[src/design/result_format_pkg.sv]
// package: constants and types for the converter result formatting block
package result_format_pkg;

  // ****************************************
  // register map
  // ****************************************
  localparam logic [3:0] offset_result_high = 4'h0;
  localparam logic [3:0] offset_result_low  = 4'h1;
  localparam logic [3:0] offset_control     = 4'h2;
  localparam logic [3:0] offset_status      = 4'h3;

  // ****************************************
  // field positions
  // ****************************************
  localparam int format_bit     = 0;  // control: result_format_select
  localparam int start_bit      = 1;  // control: conversion in progress
  localparam int channel_lsb    = 2;  // control: input_channel_select lsb
  localparam int busy_bit       = 0;  // status: conversion in progress
  localparam int acq_done_bit   = 1;  // status: acquisition interval elapsed

  // ****************************************
  // reset values and timing
  // ****************************************
  localparam logic [7:0] control_reset = 8'h00;
  localparam int clock_mhz          = 125;
  localparam int acquisition_ns     = 4620;
  localparam int acquisition_cycles = (acquisition_ns * clock_mhz + 999) / 1000;
  localparam int conversion_cycles  = 12;

  // ****************************************
  // types
  // ****************************************
  typedef enum logic [1:0] {
    idle_state     = 2'b00,
    convert_state  = 2'b01
  } conv_state_type;

  typedef struct packed {
    logic [7:0] high;
    logic [7:0] low;
  } result_pair_type;

endpackage : result_format_pkg

[src/design/adc_result_formatting.sv]
// module: result register formatting and conversion sequencing control
//
// Local design decisions: the address map and the strobed register port.
`timescale 1ns/100ps
module adc_result_formatting
  import result_format_pkg::*;
#(
  parameter int result_width  = 10,
  parameter int channel_width = 5
) (
  // clock and reset
  input  wire logic                     clk,
  input  wire logic                     reset_n,
  // register port
  input  wire logic [3:0]               address,
  input  wire logic [7:0]               write_data,
  input  wire logic                     write_strobe,
  input  wire logic                     read_strobe,
  output logic      [7:0]               read_data,
  // conversion sequencer
  output logic                          conversion_start,
  output logic      [channel_width-1:0] input_channel_select,
  input  wire logic                     conversion_done,
  input  wire logic [result_width-1:0]  conversion_result
);

  // ****************************************
  // formatting function
  // ****************************************
  function automatic result_pair_type format_result(input logic right,
                                                    input logic [9:0] value);
    result_pair_type pair;
    pair = '0;
    if (right) begin
      pair.high = {6'h00, value[9:8]};
      pair.low  = value[7:0];
    end else begin
      pair.high = value[9:2];
      pair.low  = {value[1:0], 6'h00};
    end
    return pair;
  endfunction : format_result

  // ****************************************
  // state
  // ****************************************
  conv_state_type    state;
  conv_state_type    next_state;
  logic              result_format_select;
  logic              next_result_format_select;
  logic [channel_width-1:0] next_input_channel_select;
  logic              next_conversion_start;
  logic [15:0]       acq_count;
  logic [15:0]       next_acq_count;
  logic              busy;
  logic              next_busy;
  result_pair_type   result;
  result_pair_type   next_result;
  logic [7:0]        next_read_data;
  logic              control_write;

  assign control_write = write_strobe && (address == offset_control);

  // control, sequencing and acquisition counter
  always_comb begin
    next_state                = state;
    next_result_format_select = result_format_select;
    next_input_channel_select = input_channel_select;
    next_conversion_start     = 1'b0;
    next_busy                 = busy;
    next_acq_count            = acq_count;
    if (acq_count != 16'h0000) begin
      next_acq_count = acq_count - 16'h0001;
    end
    if (control_write) begin
      next_result_format_select = write_data[format_bit];
      if (write_data[channel_lsb +: channel_width] != input_channel_select) begin
        next_acq_count = 16'(acquisition_cycles);  // restart interval
      end
      next_input_channel_select = write_data[channel_lsb +: channel_width];
    end
    case (state)
      idle_state: begin
        if (control_write && write_data[start_bit]) begin
          next_busy             = 1'b1;
          next_conversion_start = 1'b1;
          next_state            = convert_state;
        end
      end
      convert_state: begin
        if (conversion_done) begin
          next_busy  = 1'b0;
          next_state = idle_state;
        end
      end
      default: begin
        next_state = idle_state;
      end
    endcase
  end

  always_ff @(posedge clk) begin
    if (!reset_n) begin
      state                <= idle_state;
      result_format_select <= control_reset[format_bit];
      input_channel_select <= '0;
      conversion_start     <= 1'b0;
      busy                 <= 1'b0;
      acq_count            <= 16'h0000;
    end else begin
      state                <= next_state;
      result_format_select <= next_result_format_select;
      input_channel_select <= next_input_channel_select;
      conversion_start     <= next_conversion_start;
      busy                 <= next_busy;
      acq_count            <= next_acq_count;
    end
  end

  // result registers: software write or atomic load on completion
  always_comb begin
    next_result = result;
    if (write_strobe && (address == offset_result_high)) begin
      next_result.high = write_data;
    end
    if (write_strobe && (address == offset_result_low)) begin
      next_result.low = write_data;
    end
    if ((state == convert_state) && conversion_done) begin
      next_result = format_result(result_format_select, conversion_result[9:0]);
    end
  end

  // no reset: contents hold across resets
  always_ff @(posedge clk) begin
    result <= next_result;
  end

  // read path, data one cycle after the strobe
  always_comb begin
    next_read_data = 8'h00;
    if (read_strobe) begin
      if (address == offset_result_high) begin
        next_read_data = result.high;
      end else if (address == offset_result_low) begin
        next_read_data = result.low;
      end else if (address == offset_control) begin
        next_read_data = 8'h00;
        next_read_data[format_bit] = result_format_select;
        next_read_data[start_bit]  = busy;
        next_read_data[channel_lsb +: channel_width] = input_channel_select;
      end else if (address == offset_status) begin
        next_read_data[busy_bit]     = busy;
        next_read_data[acq_done_bit] = (acq_count == 16'h0000);
      end else begin
        next_read_data = 8'h00;
      end
    end
  end

  always_ff @(posedge clk) begin
    if (!reset_n) begin
      read_data <= 8'h00;
    end else begin
      read_data <= next_read_data;
    end
  end

endmodule : adc_result_formatting

[config.mk]
export PLATFORM = sky130hd
export DESIGN_NAME = adc_result_formatting
export DESIGN_NICKNAME = d
export VERILOG_FILES = /design/src/design/result_format_pkg.sv /design/src/design/adc_result_formatting.sv
export SDC_FILE = /design/constraint.sdc
export NUM_CORES = 1
export LEC_CHECK = 0
export ABC_AREA = 1
export BUFFER_PORTS_ARGS = -buffer_cell sky130_fd_sc_hd__buf_2
export CAP_MARGIN = 20
export CORE_MARGIN = 2
export CORE_UTILIZATION = 30
export DETAILED_ROUTE_END_ITERATION = 6
export PLACE_DENSITY = 0.57
export REMOVE_ABC_BUFFERS = 1
export SETUP_SLACK_MARGIN = 0.02
export SLEW_MARGIN = 20
export SYNTH_ARGS = -nofsm -noshare
export SYNTH_HDL_FRONTEND = slang
export SYNTH_SLANG_ARGS = --single-unit
[constraint.sdc]
create_clock -name clk -period 1.57 [get_ports clk]
set_clock_uncertainty 0.05 [all_clocks]
set_input_delay 0 -clock clk [delete_from_list [all_inputs] [get_ports clk]]
set_output_delay 0 -clock clk [all_outputs]
set_load 0.02 [all_outputs]
# Yosys cells after proc, flatten, opt, wreduce, memory -nomap -nowiden

Index checks and enable logic that the tools add are counted.
W data, S select, Z words.

Word-level logic and storage cells: 51
Output and inout bits: 14
Memories: 0
Latch bits: 0
Register bits after elaboration: 50
Bits in read-only memories: 0
RAM bits: 0
Input port bits: 27

Eq/ne operators: 7
Shift-type cells: 0
Reductions and logical operators: 16
Add/subtract/negate cells: 1
Mux-type cells: 18
Order comparisons: 0
Multipliers: 0
Bitwise logic cells: 0
Div/mod/pow operators: 0

Operators with widths:

| cell                    | number |
|---|---|
| $mux W16                | 5 |
| $mux W8                 | 4 |
| $logic_not A16 Y1       | 1 |
| $reduce_bool A16 Y1     | 1 |
| $sub A16 B1 Y16 const B | 1 |
| $eq A4 B2 Y1 const B    | 2 |
| $mux W7                 | 1 |
| $mux W2                 | 3 |
| $reduce_and A2 Y1       | 3 |
| $reduce_bool A2 Y1      | 3 |
| $logic_and A1 B1 Y1     | 5 |
| $ne A5 B5 Y1            | 1 |
| $eq A4 B1 Y1 const B    | 1 |
| $logic_not A4 Y1        | 1 |
| $ne A2 B2 Y1 const B    | 2 |
| $pmux W2 S2             | 1 |
| $mux W1                 | 3 |
| $reduce_and A3 Y1       | 1 |
| $eq A2 B1 Y1 const B    | 1 |
| $logic_not A2 Y1        | 1 |
| $pmux W1 S2             | 1 |

# Logic depth before layout (Yosys ltp)

Depth in word-level cells: 5
Gate-level depth with buffers: 9
Gate-level depth less buffers: 9

# Least setup slack after synthesis

OpenSTA, ideal clock, no wires.

Kind: input -> register
Start point: in address[2]
End point: reg result[10] in the netlist's numbering (enable)
Stages: 5
Arrival time: 1.112 ns
Path slack: 0.024 ns
Buffers on the path: 0
Data required time: 1.136 ns
Library setup time: 0.384 ns
Path through: inv_1 > nand2_1 > nor2_2 > nand2_1 > o21ai_0

Longest elaborated chain between the ends: 3

RTL lines:

| element                      | line                         | RTL |
|---|---|---|
| start: declaration           | adc_result_formatting.sv:15  | `input wire logic [3:0] address,` |
| $logic_not A4 Y1             | adc_result_formatting.sv:123 | `if (write_strobe && (address == offset_result_high)) begin` |
| $logic_and A1 B1 Y1          | adc_result_formatting.sv:123 |  |
| $reduce_bool A2 Y1 (no line) | n/a                          |  |
| end signal: assignment       | adc_result_formatting.sv:136 | `result <= next_result;` |
| end: declaration             | adc_result_formatting.sv:57  | `result_pair_type result;` |

Every way passes these cells.
A chain may end at the register's enable or synchronous reset.

# Worst setup path in the final report

Start point: in address[2]
End point: reg read_data[7]

Longest elaborated chain between the ends: 3
Elaborated cells on any way between the ends: 4
Those cells by class: 1 x eq/ne; 2 x mux; 1 x reduce/logical

RTL lines:

| element                | line                         | RTL |
|---|---|---|
| $eq A4 B1 Y1           | adc_result_formatting.sv:145 | `end else if (address == offset_result_low) begin` |
| $mux W8                | adc_result_formatting.sv:145 |  |
| $mux W8 (*)            | adc_result_formatting.sv:143 | `if (address == offset_result_high) begin` |
| end signal: assignment | adc_result_formatting.sv:165 | `read_data <= next_read_data;` |
| end: declaration       | adc_result_formatting.sv:19  | `output logic [7:0] read_data,` |

Mark *: on every way between the ends. The rest lies on a longest branch, timed or not.

==> flow_summary_export.csv <==
group,metric,value,unit
status,outcome,"finished, final reports clean",
floorplan,core_area,7770,um2
detailed_routing,vias_per_cell,4.54,
place,placed_cells,470,
global_routing,grt_start_max_net_pins,25,
global_routing,track_usage,0.144,
synthesis,yosys_warnings,0,
detailed_routing,postRouteAntennaNets,0,
place,gp_congestion,0.821,
finish,n_antenna_cell,0,
setup_path,crit_chain,"buf_2 -> dlygate4sd3_1 -> nor2_2 -> dlygate4sd3_1 -> nand4_1 -> a21oi_1",
sta,tns,0,ps
power_and_ir_drop,total_power,4.54,mW
sta,rsz0062_at_grt,"yes",
setup_path,cp_common_cell,"dlygate4sd3_1",
finish,drive_above_1_share,0.188,
sta,tightest_slew,323,ps
setup_path,cp-start-kind,"primary input",
floorplan,die_area,8770,um2
floorplan,die_w,93.7,um
sta,hold_viol_final,0,
clock_tree,clk_latency,300,ps
clock_tree,cts_buffers,5,
detailed_routing,drc,0,
detailed_routing,vias,2230,
synthesis,syn_area,2410,um2
synthesis,synthCells,324,
finish,instances_no_fill,491,
detailed_routing,dr.pass1.iters,4,
floorplan,die_y,93.7,um
sta,max_freq,0.694,GHz
setup_path,critPathRequiredTime,1750,ps
detailed_routing,routed_wl,5.76,mm
setup_path,cp_slowest_stage_delay,580,ps
power_and_ir_drop,leakage,1.44,nW
finish,num-nets-final,417,
synthesis,synth-seq-cells,48,
synthesis,post_synth_num_cell_types,26,
clock_tree,clock_sinks,48,
global_routing,grt_pass1_vias,2240,
power_and_ir_drop,ir_worst_vdd,0.549,mV
flow_run,cap_viol_max_count,0,
sta,fin_crit_sh,0.918,
setup_path,critPathMaxFanout,4,
global_routing,grt_first_pass_wirelength,10.0,mm
finish,syn_to_final_growth,24.9,%
sta,slew_headroom,0.784,
clock_tree,htreeDepth,2,
sta,setup_violations,0,
setup_path,crit_path_end_kind,"flip-flop",
power_and_ir_drop,powerDensity,1510,nW/um2
floorplan,row_count,32,
synthesis,synth_area_per_cell,7.45,um2
clock_tree,root_buffer,"clkbuf_8",
setup_path,criticalPathCategory,"primary input to flip-flop",
sta,fin_crit,1440,ps
clock_tree,clk_pin_slew,80,ps
setup_path,critical-path-slowest-cell,"dlygate4sd3_1",
sta,slew_violations,0,
sta,worst_slack,129,ps
floorplan,initial_utilization,0.311,
setup_path,arrival,1620,ps
hold_path,hold_class,"primary input to flip-flop",
clock_tree,cts_tree,"done",
global_routing,overflow,0,
detailed_routing,drtIter0Drc,45,
synthesis,synth_seq_area_share,0.465,
finish,fin_util,0.388,
place,portBuffers,40,
place,place_worst_setup_slack,164,ps
global_routing,antenna_found_initial,0,
floorplan,io_pins,41,
place,dpl.hpwl,4.41,mm
detailed_routing,wl_per_cell,11.7,um
clock_tree,clock_path_buffers,2,
-- worst paths after layout --
path                start            to  slack (ps)  cells past startpoint
max            address[2]  read_data[7]         130                      6
min            address[1]  read_data[7]           8                      4
max reg2reg  acq_count[0]  acq_count[4]         140                      7
min reg2reg    result[10]  read_data[2]         450                      2
-- cells in the final DEF (no fill, tap or decap), types with 3 or more instances in the layout --
cell type	count
a21oi_1	15
buf_2	40
buf_4	12
clkbuf_8	5
dfxtp_1	32
dlygate4sd3_1	13
edfxtp_1	16
inv_1	44
inv_2	3
nand2_1	75
nand3_1	16
nand4_1	3
nor2_1	41
nor2_2	6
o211ai_1	7
o21ai_0	28
o31ai_1	8
or2_2	3
xor2_1	8
-- worst max-delay path, delay by kind of cell --
family | cells | cell delay [ps]
AOI/OAI and AO/OA | 1 | 150
buffers and inverters | 3 | 1240
and+or+nand+nor | 2 | 220
-- synth_stat cells --
cell / number / area, um2
clkbuf_1: 5 / 18.8
nand3_1: 16 / 80.1
nor2_1: 45 / 169
inv_1: 44 / 165
edfxtp_1: 16 / 480
nor2_4: 1 / 11.3
nand4_1: 3 / 18.8
or2_2: 3 / 18.8
buf_6: 1 / 11.3
a41oi_1: 1 / 8.76
xnor2_1: 1 / 8.76
nand3b_1: 2 / 15.0
nor2_2: 2 / 12.5
a21oi_1: 15 / 75.1
nand2_1: 75 / 282
inv_2: 3 / 11.3
ha_1: 2 / 25.0
o21ai_0: 28 / 140
o31ai_1: 8 / 60.1
nand2_4: 1 / 11.3
dfxtp_1: 32 / 641
nand2_2: 1 / 6.26
xor2_1: 8 / 70.1
buf_2: 2 / 10.0
nor3_1: 2 / 10.0
o211ai_1: 7 / 52.6
-- power breakdown --
group	switching [mW]	total, mW	internal (mW)
combinational	1.31	2.15	0.838
clock	0.413	0.723	0.310
sequential	0.178	1.67	1.50
total	1.90	4.54	2.64
-- per-layer routing --
| layer | up-vias | GRT usage | part of all wire |
|---|---|---|---|
| li1 | 1174 | - | - |
| met1 | 1013 | 0.176 | 0.46 |
| met3 | 4 | 0.0265 | 0.030 |
| met2 | 39 | 0.260 | 0.50 |
| met5 | - | 0 | 0 |
| met4 | 0 | 0.0362 | 0.0076 |
-- state kept, by name, summed over array words and instances (netlist names) --
signal and count:
conversion_start 1, result_format_select 1, busy 1, acq_count 16, read_data 8, input_channel_select 5
result 16
-- logic make-up after synthesis --
group,count (synthesis),synth area share
xor gates and xnor gates,9,0.0327
buffers and inverters,55,0.0897
DFF,48,0.465
AOI/OAI and AO/OA,59,0.140
adders and majority gates,2,0.0104
and+or+nand+nor,151,0.263
-- final cells by class --
class | instances | area (um2)
clock inverter | 2 | 11.3
multi-input combinational | 221 | 1080
fill | 858 | 4750
tap | 102 | 128
clock buffer | 6 | 72.6
inverter | 47 | 176
sequential | 48 | 1120
timing repair buffer | 65 | 420
-- stage by stage --
stage	cell area (um2)	hold slack, ps
6_report	3010	8.42
5_1_grt	3010	19.0
4_1_cts	3000	9.32
3_5_place_dp	2790	251
3_3_place_gp	2790	242
2_1_floorplan	2370	75.1
-- timing repair --
action | in CTS | in global routing
resized for setup | 0 | 4
endpoints found under the hold margin | 17 | 0
hold buffers | 13 | 0
setup buffers | 0 | 0
setup endpoints to repair | 0 | 19
No activity file was read; power rests on OpenSTA's default activity.
